**config.mk**
```make
export PLATFORM = sky130hd
export DESIGN_NAME = ldsq_top
export DESIGN_NICKNAME = d
export VERILOG_FILES = /design/src/verilog/ldsq_pkg.sv /design/src/verilog/ldsq_top.sv
export SDC_FILE = /design/constraint.sdc
export NUM_CORES = 1
export LEC_CHECK = 0
export BUFFER_PORTS_ARGS = -buffer_cell sky130_fd_sc_hd__buf_4
export CAP_MARGIN = 25
export CORE_ASPECT_RATIO = 0.5
export CORE_MARGIN = 5
export CORE_UTILIZATION = 58
export CTS_CLUSTER_SIZE = 40
export DETAILED_ROUTE_END_ITERATION = 7
export PLACE_DENSITY_LB_ADDON = 0.2
export SLEW_MARGIN = 20
export SYNTH_ARGS = -nofsm -noshare
export SYNTH_HDL_FRONTEND = slang
export SYNTH_SLANG_ARGS = --single-unit
```
**constraint.sdc**
```tcl
create_clock -name clock_i -period 4.6 [get_ports clock_i]
set_clock_uncertainty 0.1 [all_clocks]
set_input_delay 0.46 -clock clock_i [delete_from_list [all_inputs] [get_ports clock_i]]
set_output_delay 0.46 -clock clock_i [all_outputs]
set_load 0.02 [all_outputs]
```
**src/verilog/ldsq_pkg.sv**
```systemverilog
// Constants, register map and state types for the channel C dimming sequencer.
// Functional notes
// - Reserved bits read zero and ignore writes in every control register.
// - Power-on reset returns every register of the block to its default.
// - Channel B on-duration field bits 4-0 times 64 ms, codes 0 to 31.
// - Channel C sink current comes from 4-bit field bits 3-0, reset zero.
// - First phase lasts 7-bit field times 64 ms; zero gives nothing.
// - Second phase lasts its 7-bit field times 64 ms.
// - Third phase lasts its 7-bit field times 64 ms.
// - Fourth phase lasts its 7-bit field times 64 ms.
// - Period phase lasts its 7-bit field times 64 ms, at most 127 units.
// - On-signal PWM over 8 ms, high for duty plus one thirty-seconds.
// - Maximum duty code keeps the on-signal high all period.
// - Current is 2 mA per code step from 2 mA, saturating at 20 mA.
// - With ramp enabled current rises over shared rise field times 8 ms.
// - Channel works only when enabled; sequencer runs only when its bit is set.
package ldsq_pkg;

  // Register indices; byte address is four times the index.
  localparam logic [7:0] IDX_B_ON = 8'h56;
  localparam logic [7:0] IDX_C_CUR = 8'h57;
  localparam logic [7:0] IDX_C_PH1 = 8'h58;
  localparam logic [7:0] IDX_C_PH2 = 8'h59;
  localparam logic [7:0] IDX_C_PH3 = 8'h5A;
  localparam logic [7:0] IDX_C_PH4 = 8'h5B;
  localparam logic [7:0] IDX_C_PER = 8'h5C;
  localparam logic [7:0] IDX_C_DUTY = 8'h5D;
  localparam logic [7:0] IDX_RISE = 8'h5F;
  localparam logic [7:0] IDX_ENABLE = 8'h61;
  localparam logic [7:0] IDX_STATUS = 8'h70;

  // Storage slots; the status slot is read-only and has no storage.
  localparam int REG_CNT = 11;
  localparam logic [3:0] S_CUR = 4'h0;
  localparam logic [3:0] S_PH1 = 4'h1;
  localparam logic [3:0] S_PER = 4'h5;
  localparam logic [3:0] S_DUTY = 4'h6;
  localparam logic [3:0] S_BON = 4'h7;
  localparam logic [3:0] S_RISE = 4'h8;
  localparam logic [3:0] S_EN = 4'h9;
  localparam logic [3:0] S_STAT = 4'hA;
  localparam logic [3:0] S_NONE = 4'hF;
  localparam logic [7:0] REG_IDX [REG_CNT] = '{IDX_C_CUR, IDX_C_PH1, IDX_C_PH2, IDX_C_PH3,
    IDX_C_PH4, IDX_C_PER, IDX_C_DUTY, IDX_B_ON, IDX_RISE, IDX_ENABLE, IDX_STATUS};
  localparam logic [7:0] REG_MASK [REG_CNT] = '{8'h2F, 8'h7F, 8'h7F, 8'h7F, 8'h7F, 8'h7F,
    8'h1F, 8'h1F, 8'h1F, 8'h77, 8'h00};
  localparam logic [7:0] REG_RST = 8'h00;

  // Field positions.
  localparam int CUR_MSB = 3;
  localparam int RAMP_EN_BIT = 5;
  localparam int EN_B_ON_BIT = 5;
  localparam int EN_C_ON_BIT = 4;
  localparam int EN_C_SEQ_BIT = 0;

  // Current map.
  localparam logic [3:0] CUR_SAT_CODE = 4'h9;
  localparam logic [4:0] CUR_MA_BASE = 5'h02;
  localparam logic [4:0] CUR_MA_MAX = 5'h14;

  // Timing: everything counts 250 us slots.
  localparam int CLK_MHZ = 250;
  localparam int T_SLOT_US = 250;
  localparam int T_UNIT_US = 64000;
  localparam int T_RISE_US = 8000;
  localparam int T_PWM_US = 8000;
  localparam int SLOT_CYCLES_DEF = T_SLOT_US * CLK_MHZ;
  localparam int UNIT_SLOTS = T_UNIT_US / T_SLOT_US;
  localparam int PWM_SLOTS = T_PWM_US / T_SLOT_US;
  localparam logic [5:0] RAMP_FULL = 6'(T_RISE_US / T_SLOT_US);

  localparam logic [1:0] RESP_OKAY = 2'h0;
  localparam logic [1:0] RESP_DECERR = 2'h3;

  typedef enum logic [5:0] {
    PH_IDLE = 6'h01,
    PH_1 = 6'h02,
    PH_2 = 6'h04,
    PH_3 = 6'h08,
    PH_4 = 6'h10,
    PH_PER = 6'h20
  } ldsq_phase_e;

  typedef struct packed {
    logic awvalid;
    logic [31:0] awaddr;
    logic wvalid;
    logic [31:0] wdata;
    logic [3:0] wstrb;
    logic bready;
    logic arvalid;
    logic [31:0] araddr;
    logic rready;
  } ldsq_axil_req_s;

  typedef struct packed {
    logic awready;
    logic wready;
    logic bvalid;
    logic [1:0] bresp;
    logic arready;
    logic rvalid;
    logic [31:0] rdata;
    logic [1:0] rresp;
  } ldsq_axil_rsp_s;

  typedef struct packed {
    logic [REG_CNT-2:0][7:0] regs;
    logic aw_got;
    logic [3:0] aw_slot;
    logic w_got;
    logic [7:0] w_byte;
    logic w_lane;
    logic awready;
    logic wready;
    logic bvalid;
    logic [1:0] bresp;
    logic arready;
    logic rvalid;
    logic [1:0] rresp;
    logic [7:0] rdata;
    logic [31:0] slot_cnt;
    logic [4:0] pwm_pos;
    ldsq_phase_e phase;
    logic [14:0] ph_slots;
    logic lit;
    logic [4:0] ramp_div;
    logic [5:0] ramp_lvl;
    logic on_sig;
    logic [4:0] sink_ma;
    logic b_run;
    logic [12:0] b_slots;
    logic b_on;
  } ldsq_state_s;

endpackage

```
**src/verilog/ldsq_top.sv**
```systemverilog
// Channel C dimming sequencer with its register file on an AXI4-Lite slave.
//
// Our own choice: the AXI4-Lite slave port.
`timescale 1ns/1ps
`default_nettype none
module ldsq_top #(
  parameter int SLOT_CYCLES = ldsq_pkg::SLOT_CYCLES_DEF
) (
  input wire logic clock_i,
  input wire logic nrst_i,
  input wire logic ce_i,
  input wire ldsq_pkg::ldsq_axil_req_s bus_req_i,
  output ldsq_pkg::ldsq_axil_rsp_s bus_rsp_o,
  output logic chan_c_on_signal_o,
  output logic [4:0] chan_c_sink_ma_o,
  output logic [5:0] chan_c_ramp_level_o,
  output logic chan_b_on_duration_o
);
  import ldsq_pkg::*;

  ldsq_state_s q;
  ldsq_state_s d;

  function automatic logic [3:0] slot_of(input logic [31:0] addr);
    slot_of = S_NONE;
    for (int i = 0; i < REG_CNT; i++) begin
      if (addr == {22'h000000, REG_IDX[i], 2'h0}) begin
        slot_of = 4'(i);
      end
    end
  endfunction

  logic tick;
  logic chan_on;
  logic seq_on;
  logic lit;
  logic phase_done;
  logic [6:0] ph_len;
  logic [14:0] ph_target;
  logic [12:0] b_target;
  logic [3:0] cur_code;
  logic [4:0] rise;
  logic [3:0] rd_slot;
  logic [7:0] status;
  ldsq_phase_e ph_next;

  always_comb begin
    d = q;
    tick = (q.slot_cnt == 32'(SLOT_CYCLES - 1));
    chan_on = q.regs[S_EN][EN_C_ON_BIT];
    seq_on = q.regs[S_EN][EN_C_SEQ_BIT];
    cur_code = q.regs[S_CUR][CUR_MSB:0];
    rise = q.regs[S_RISE][4:0];
    status = {q.lit, q.ramp_lvl == RAMP_FULL, q.b_on, q.phase[5:1]};

    // Free-running slot timebase; the PWM position walks one slot at a time.
    d.slot_cnt = tick ? 32'h00000000 : q.slot_cnt + 32'h00000001;
    if (tick) begin
      d.pwm_pos = 5'(q.pwm_pos + 5'(1) == 5'(PWM_SLOTS) ? 0 : q.pwm_pos + 5'(1));
    end

    // Phase sequencer.
    case (q.phase)
      PH_1: begin
        ph_len = q.regs[S_PH1][6:0];
        ph_next = PH_2;
      end
      PH_2: begin
        ph_len = q.regs[S_PH1 + 4'h1][6:0];
        ph_next = PH_3;
      end
      PH_3: begin
        ph_len = q.regs[S_PH1 + 4'h2][6:0];
        ph_next = PH_4;
      end
      PH_4: begin
        ph_len = q.regs[S_PH1 + 4'h3][6:0];
        ph_next = PH_PER;
      end
      PH_PER: begin
        ph_len = q.regs[S_PER][6:0];
        ph_next = PH_1;
      end
      default: begin
        ph_len = 7'h00;
        ph_next = PH_1;
      end
    endcase
    ph_target = 15'(32'(ph_len) * UNIT_SLOTS);
    // A zero-length phase holds for a single clock only, so it is in effect skipped.
    phase_done = (q.phase == PH_IDLE) || (ph_target == 15'h0000) ||
      (tick && (q.ph_slots + 15'h0001 == ph_target));
    if (!chan_on || !seq_on) begin
      d.phase = PH_IDLE;
      d.ph_slots = 15'h0000;
    end else if (phase_done) begin
      d.phase = ph_next;
      d.ph_slots = 15'h0000;
    end else if (tick) begin
      d.ph_slots = q.ph_slots + 15'h0001;
    end

    // Without the sequencer the channel stays lit; with it, phases 1 and 3 are lit.
    lit = chan_on && (!seq_on || q.phase == PH_1 || q.phase == PH_3);
    d.lit = lit;

    // Ramp: 32 steps, each lasting the rise field in slots, so the total is rise x 8 ms.
    if (!lit) begin
      d.ramp_lvl = 6'h00;
      d.ramp_div = 5'h00;
    end else if (!q.lit) begin
      d.ramp_lvl = q.regs[S_CUR][RAMP_EN_BIT] ? 6'h00 : RAMP_FULL;
      d.ramp_div = 5'h00;
    end else if (tick && q.ramp_lvl != RAMP_FULL) begin
      if (rise == 5'h00 || q.ramp_div + 5'h01 >= rise) begin
        d.ramp_lvl = q.ramp_lvl + 6'h01;
        d.ramp_div = 5'h00;
      end else begin
        d.ramp_div = q.ramp_div + 5'h01;
      end
    end
    if (q.regs[S_CUR][RAMP_EN_BIT] && q.lit && rise == 5'h00) begin
      d.ramp_lvl = RAMP_FULL;
    end

    // Duty code 31 compares true at every position, so the output never drops.
    d.on_sig = lit && (q.pwm_pos <= q.regs[S_DUTY][4:0]);
    if (!lit) begin
      d.sink_ma = 5'h00;
    end else if (cur_code > CUR_SAT_CODE) begin
      d.sink_ma = CUR_MA_MAX;
    end else begin
      d.sink_ma = 5'({cur_code, 1'b0}) + CUR_MA_BASE;
    end

    // Channel B on-window, restarted by each write of its on-duration register.
    b_target = 13'(32'(q.regs[S_BON][4:0]) * UNIT_SLOTS);
    if (q.b_run && (b_target == 13'h0000 ||
        (tick && q.b_slots + 13'h0001 >= b_target))) begin
      d.b_run = 1'b0;
    end else if (q.b_run && tick) begin
      d.b_slots = q.b_slots + 13'h0001;
    end
    d.b_on = q.b_run && q.regs[S_EN][EN_B_ON_BIT] && b_target != 13'h0000;

    // AXI4-Lite write path: address and data may arrive in either order.
    if (bus_req_i.awvalid && q.awready) begin
      d.aw_got = 1'b1;
      d.aw_slot = slot_of(bus_req_i.awaddr);
    end
    if (bus_req_i.wvalid && q.wready) begin
      d.w_got = 1'b1;
      d.w_byte = bus_req_i.wdata[7:0];
      d.w_lane = bus_req_i.wstrb[0];
    end
    if (q.bvalid && bus_req_i.bready) begin
      d.bvalid = 1'b0;
    end
    if (q.aw_got && q.w_got && !q.bvalid) begin
      d.aw_got = 1'b0;
      d.w_got = 1'b0;
      d.bvalid = 1'b1;
      d.bresp = (q.aw_slot == S_NONE) ? RESP_DECERR : RESP_OKAY;
      if (q.w_lane && q.aw_slot < S_STAT) begin
        d.regs[q.aw_slot] = q.w_byte & REG_MASK[q.aw_slot];
        if (q.aw_slot == S_BON) begin
          d.b_run = 1'b1;
          d.b_slots = 13'h0000;
        end
      end
    end

    // Read path; reserved bits are stored as zero, so they read back as zero.
    rd_slot = slot_of(bus_req_i.araddr);
    if (bus_req_i.arvalid && q.arready) begin
      d.rvalid = 1'b1;
      d.rresp = (rd_slot == S_NONE) ? RESP_DECERR : RESP_OKAY;
      if (rd_slot == S_STAT) begin
        d.rdata = status;
      end else if (rd_slot < S_STAT) begin
        d.rdata = q.regs[rd_slot];
      end else begin
        d.rdata = 8'h00;
      end
    end else if (q.rvalid && bus_req_i.rready) begin
      d.rvalid = 1'b0;
    end

    // Ready is held low while a transfer waits, which keeps one of each in flight.
    d.awready = !d.aw_got && !d.bvalid;
    d.wready = !d.w_got && !d.bvalid;
    d.arready = !d.rvalid;
  end

  always_ff @(posedge clock_i or negedge nrst_i) begin
    if (!nrst_i) begin
      q <= '0;
      q.regs <= {(REG_CNT - 1){REG_RST}};
      q.phase <= PH_IDLE;
    end else if (ce_i) begin
      q <= d;
    end
  end

  assign bus_rsp_o = '{awready: q.awready, wready: q.wready, bvalid: q.bvalid,
    bresp: q.bresp, arready: q.arready, rvalid: q.rvalid, rdata: {24'h000000, q.rdata},
    rresp: q.rresp};
  assign chan_c_on_signal_o = q.on_sig;
  assign chan_c_sink_ma_o = q.sink_ma;
  assign chan_c_ramp_level_o = q.ramp_lvl;
  assign chan_b_on_duration_o = q.b_on;

endmodule
`default_nettype wire

```
Word level (Yosys, flattened, before mapping). Memory sizes are Yosys's and may differ from the RTL's. Cells that the tools add are included.

Multiplexer cells: 64. Multiply operators: 0. Add/sub/neg operators: 8. $lt $le $gt $ge: 10. Bitwise logic cells: 2. Shifts and indexed selects: 0. Reduce and logical (&&, ||, !) cells: 53. Div/mod/pow operators: 0. Equal/unequal tests: 39.

Operator list (count): equality test 32 x 9 -> 1 bit (second input constant) (22); 2-to-1 mux 4 bit (22); bitwise mux 80 bit (1); 2-to-1 mux 8 bit (6); 2-to-1 mux 14 bit (3); one-hot mux 7 bit (5 select lines) (1); 2-to-1 mux 11 bit (3); adder 32 x 1 -> 32 bit (second input constant) (1); binary-select mux 8 bit (select 4 bit) (1); demux 8 bit (select 4 bit) (1); equality test 32 x 16 -> 1 bit (second input constant) (1); 2-to-1 mux 32 bit (1); 2-to-1 mux 15 bit (2); 2-to-1 mux 13 bit (2); 2-to-1 mux 5 bit (5); 2-to-1 mux 6 bit (4); one-hot mux 6 bit (4 select lines) (1); logical AND 1 bit (22); 2-to-1 mux 21 bit (1); AND reduction 2 bit (8); adder 15 x 1 -> 15 bit (second input constant) (1); adder 5 x 1 -> 5 bit (second input constant) (3); equality test 15 bit (1); logical NOT 15 bit (1); 36 further kinds (62).

RAM bits: 0. Memory bits (read-only): 128. Bits in latches: 0. Input bits: 108. Output and inout port bits: 54. Logic and storage cells: 212. Register bits: 203. Memories: 1.

Memories: (no name shown) (depth 16, width 8, rd ports 1, clocked after Yosys merged registers in 0, wr ports 0, RTL line ldsq_top.sv:165) `d.regs[q.aw_slot] = q.w_byte & REG_MASK[q.aw_slot];`.

Logic depth before layout (Yosys ltp).
Depth in word-level cells: 16. Depth in mapped cells: 15. Depth with buffers taken out: 14.

Least setup slack after synthesis. OpenSTA, ideal clock, no wires.

Path kind: flip-flop to flip-flop. Start point: register q[1] (netlist bit). End point: register q[5] (netlist bit). Library setup time: 0.151 ns. Data required time: 4.349 ns. Clock period less this slack: 3.590 ns. Stages on the path, launching flop included: 16. Data arrival time: 3.339 ns. Path buffers: 1. Path slack: 1.010 ns. Path through: dfrtp_1 > ha_1 > and3_1 > and3_1 > and3_1 > and3_1 > xor2_1 > ha_1 > o21a_1 > o21a_1 > o21a_1 > nor4_1 > clkbuf_1 > a21oi_1 > o21ai_0 > o31ai_1.

Cells in the longest elaborated chain, start to end: 9. Elaborated cells on any way between the ends: 10. Those cells by class: 1 x add/sub; 1 x order compare; 5 x mux; 3 x reduce/logical.

RTL lines: start: declaration (RTL line ldsq_top.sv:21) `ldsq_state_s q;`; adder 13 x 1 -> 13 bit (*) (RTL line ldsq_top.sv:139, ldsq_top.sv:142); greater-or-equal comparator 13 bit (RTL line ldsq_top.sv:139) `(tick && q.b_slots + 13'h0001 >= b_target))) begin`; logical AND 1 bit (RTL line ldsq_top.sv:139); logical OR 1 bit (RTL line ldsq_top.sv:138) `if (q.b_run && (b_target == 13'h0000 ||`; logical AND 1 bit (RTL line ldsq_top.sv:138); 2-to-1 mux 13 bit (*) (RTL line ldsq_top.sv:138); 2-to-1 mux 14 bit (RTL line ldsq_top.sv:166) `if (q.aw_slot == S_BON) begin`; 2-to-1 mux 14 bit (RTL line ldsq_top.sv:164) `if (q.w_lane && q.aw_slot < S_STAT) begin`; 2-to-1 mux 14 bit (*) (RTL line ldsq_top.sv:159) `if (q.aw_got && q.w_got && !q.bvalid) begin`.

Mark *: on every way between the ends. The rest lies on a longest branch, timed or not. A chain may end at the register's enable or synchronous reset.

Final worst setup path.
Start point: register q[1] (netlist bit). End point: register q[2] (netlist bit).

Same word-level chain as after synthesis.

==> impl_metrics.py <==
metrics = {
    "route": {
        "drc_errors": 0,
        "drt_iter0_markers": 801,
        "wl_per_cell_um": 19.4,
        "viasPerCell": 6.17,
        "first_pass_iters": 5,
        "ant_nets": 0,
        "num_vias": 9541,
        "routed_wirelength_mm": 30.0,
    },
    "placed_design": {
        "place_inst": 1512,
        "gp_congestion": 0.973,
        "post-place-ws_ns": 0.659,
        "io_buffers": 108,
        "dp_hpwl_mm": 21.8,
    },
    "synthesis": {
        "synth-warning-count": 0,
        "yosys.area.top_type_share": 0.423,
        "synthArstFlopShare": 1.00,
        "yosysSeqAreaShare": 0.425,
        "synth_cell_types": 80,
        "synth_commonest_cells": "dfrtp_1 (188), nand2_1 (151), o21ai_0 (98)",
        "syn_area_per_cell_um2": 9.15,
        "ys_ff_latch": 189,
        "dominantRegCellSynth": "dfrtp_1",
        "synth_edf_count": 0,
        "yosysTopAreaCell": "dfrtp_1",
        "yosysMostFrequentCell": "dfrtp_1",
        "synth_cells": 1216,
        "synthTopCellsByArea": "dfrtp_1 (42%), nand2_1 (5.1%), o21ai_0 (4.4%), buf_4 (3.5%), ha_1 (3.1%)",
        "syn-cell-area_um2": 11100,
    },
    "sta": {
        "finalCritPeriodShare": 0.883,
        "setup_tns_ns": 0,
        "relSlewSlack": 0.332,
        "grt_setup_unrepaired": "no",
        "layout_setup_ws_ns": 0.539,
        "hold_viol_final": 0,
        "tightest_slew_ns": 0.998,
        "finalMaxSlewViolations": 0,
        "finalSetupViolCount": 0,
        "fmax_ghz": 0.246,
        "min_period_ns": 4.06,
        "whs_ns": 0.156,
    },
    "final_layout": {
        "fill_cells": 1489,
        "n_antenna_cell": 0,
        "area_delta_synth_final_pct": 11.8,
        "layout.nets": 1410,
        "instances_no_fill": 1546,
        "drive_gt1_frac": 0.160,
    },
    "global_routing": {
        "grt_max_degree": 126,
        "grt_pass1_vias": 8995,
        "grt_pass1_wl_mm": 48.3,
        "groute.usage.overall": 0.274,
        "globalRoute.totalOverflow": 0,
        "antenna_found_initial": 0,
    },
    "die": {
        "die_x_um": 206,
        "die_area_um2": 22200,
        "start_util": 0.598,
        "boundaryPins": 162,
        "rows": 35,
        "die_y_um": 108,
        "core-area_um2": 18600,
    },
    "flow_run": {
        "maxCapViolCount": 0,
    },
    "worst_setup_path": {
        "cp-start-kind": "flop",
        "cp_common_cell": "and3_1",
        "slowest_delay_ns": 0.64,
        "cp_max_fo": 13,
        "path_class": "reg2reg",
        "worstPathArrival_ns": 4.32,
        "cp_slowest_cell": "a2111oi_0",
        "end_kind": "flop",
        "crit_chain": "ha_1 -> and3_1 -> and3_1 -> and3_1 -> and3_1 -> and3_1 -> xor2_1 -> ha_1 -> nand4_1 -> a2111oi_0 -> nor4_1 -> buf_4 -> o21ai_0 -> a32o_1",
        "worstPathRequired_ns": 4.86,
    },
    "pwr": {
        "powerDensity_nw_per_um2": 322,
        "p_leak_nw": 5.54,
        "ir_drop_mv": 0.238,
    },
    "clock_network": {
        "cts_tree": "done",
        "clkLatencyLatePin_ns": 0.44,
        "clk_pin_slew_ns": 0.07,
        "cts-buffers-inserted": 17,
        "cts.sink_count": 189,
        "root_buffer": "clkbuf_16",
        "cts_buffer_depth": 2,
        "htreeDepth": 4,
    },
    "hold_path": {
        "hold_class": "in2reg",
    },
    "outcome": {
        "outcome": "finished, final reports clean",
    },
}
-- power breakdown --
part           internal, mW  switching, mW
registers              1.79          0.154
logic                 0.255          0.305
clock network         0.817          0.673
total                  2.87           1.13
-- sequential cells by signal (all words and copies together), names as in the netlist --
signal,count
chan_c_sink_ma_o,4
q,157
chan_on,1
cur_code,4
bus_rsp_o,15
chan_c_ramp_level_o,6
chan_b_on_duration_o,1
chan_c_on_signal_o,1
-- final timing paths --
check | from | cells past startpoint | endpoint | slack, ns
worst max-delay path | q[1]$_DFFE_PN0P_ | 14 | q[2]$_DFFE_PN0P_ | 0.54
worst min-delay path | bus_req_i[41] | 2 | q[111]$_DFFE_PN0P_ | 0.16
worst max register to register | q[1]$_DFFE_PN0P_ | 14 | q[2]$_DFFE_PN0P_ | 0.54
worst min register to register | q[47]$_DFFE_PN0P_ | 1 | q[47]$_DFFE_PN0P_ | 0.38
max in group asynchronous | nrst_i | 3 | q[120]$_DFFE_PN0P_ | 2.82
min in group asynchronous | nrst_i | 2 | q[85]$_DFFE_PN0P_ | 0.48
-- kinds of logic after synthesis --
family,share of synthesized area
buf+inv,0.0651
mux,0.0290
flops,0.425
simple gates,0.227
fa+ha+maj,0.0315
xor+xnor,0.0543
compound gates,0.168
other cells,0.000337
-- placed cells by master (no fill, tap or decap), types with 19 or more instances in the layout --
| cell type | instances |
|---|---|
| a21o_1 | 19 |
| a21oi_1 | 35 |
| and3_1 | 23 |
| buf_4 | 115 |
| conb_1 | 25 |
| dfrtp_1 | 188 |
| ha_1 | 28 |
| inv_1 | 33 |
| mux2_2 | 24 |
| nand2_1 | 151 |
| nand2b_1 | 19 |
| nand3_1 | 45 |
| nand3b_1 | 27 |
| nand4_1 | 30 |
| nor2_1 | 71 |
| nor3_1 | 31 |
| nor4_1 | 26 |
| o21ai_0 | 98 |
| xnor2_1 | 38 |
| xor2_1 | 31 |
-- worst max-delay path, delay by kind of cell, from the launching register on --
| family | cells | cell delay (ns) |
|---|---|---|
| compound gates | 3 | 1.17 |
| xor+xnor | 1 | 0.15 |
| fa+ha+maj | 2 | 0.57 |
| buf+inv | 1 | 0.21 |
| flops | 1 | 0.45 |
| simple gates | 7 | 1.33 |
-- through the flow --
stage,power (mW),utilization,cell area (um2)
after floorplan,2.35,-,11200
after global placement,2.52,0.636,11800
after detailed placement,2.53,0.636,11800
after CTS,4.01,0.668,12400
after global routing,4.16,0.668,12400
final,4.00,0.668,12400
-- area by class of cell --
cell class                 count  area, um2  area share
clock inverter                13        141      0.0114
multi-input combinational    914       5760       0.463
tap                          259        324      0.0261
inverter                      33        124     0.00996
sequential                   189       4730       0.380
timing repair buffer         119        912      0.0734
clock buffer                  19        443      0.0356
-- layer usage --
| layer | share of wire | global-route usage | routed length [um] |
|---|---|---|---|
| met2 | 0.45 | 0.422 | 13400 |
| met1 | 0.45 | 0.403 | 13400 |
| met4 | 0.021 | 0.0731 | 634 |
| met5 | 0 | 0 | 0 |
| met3 | 0.085 | 0.0515 | 2560 |
-- what timing repair did --
item / in CTS / in global routing
hold buffers: 1 / 0
setup buffers: 0 / 0
setup endpoints to repair: 0 / 0
gates resized for setup: 0 / 0
hold endpoints to repair: 64 / 0
Power figures use the tool's default switching activity.
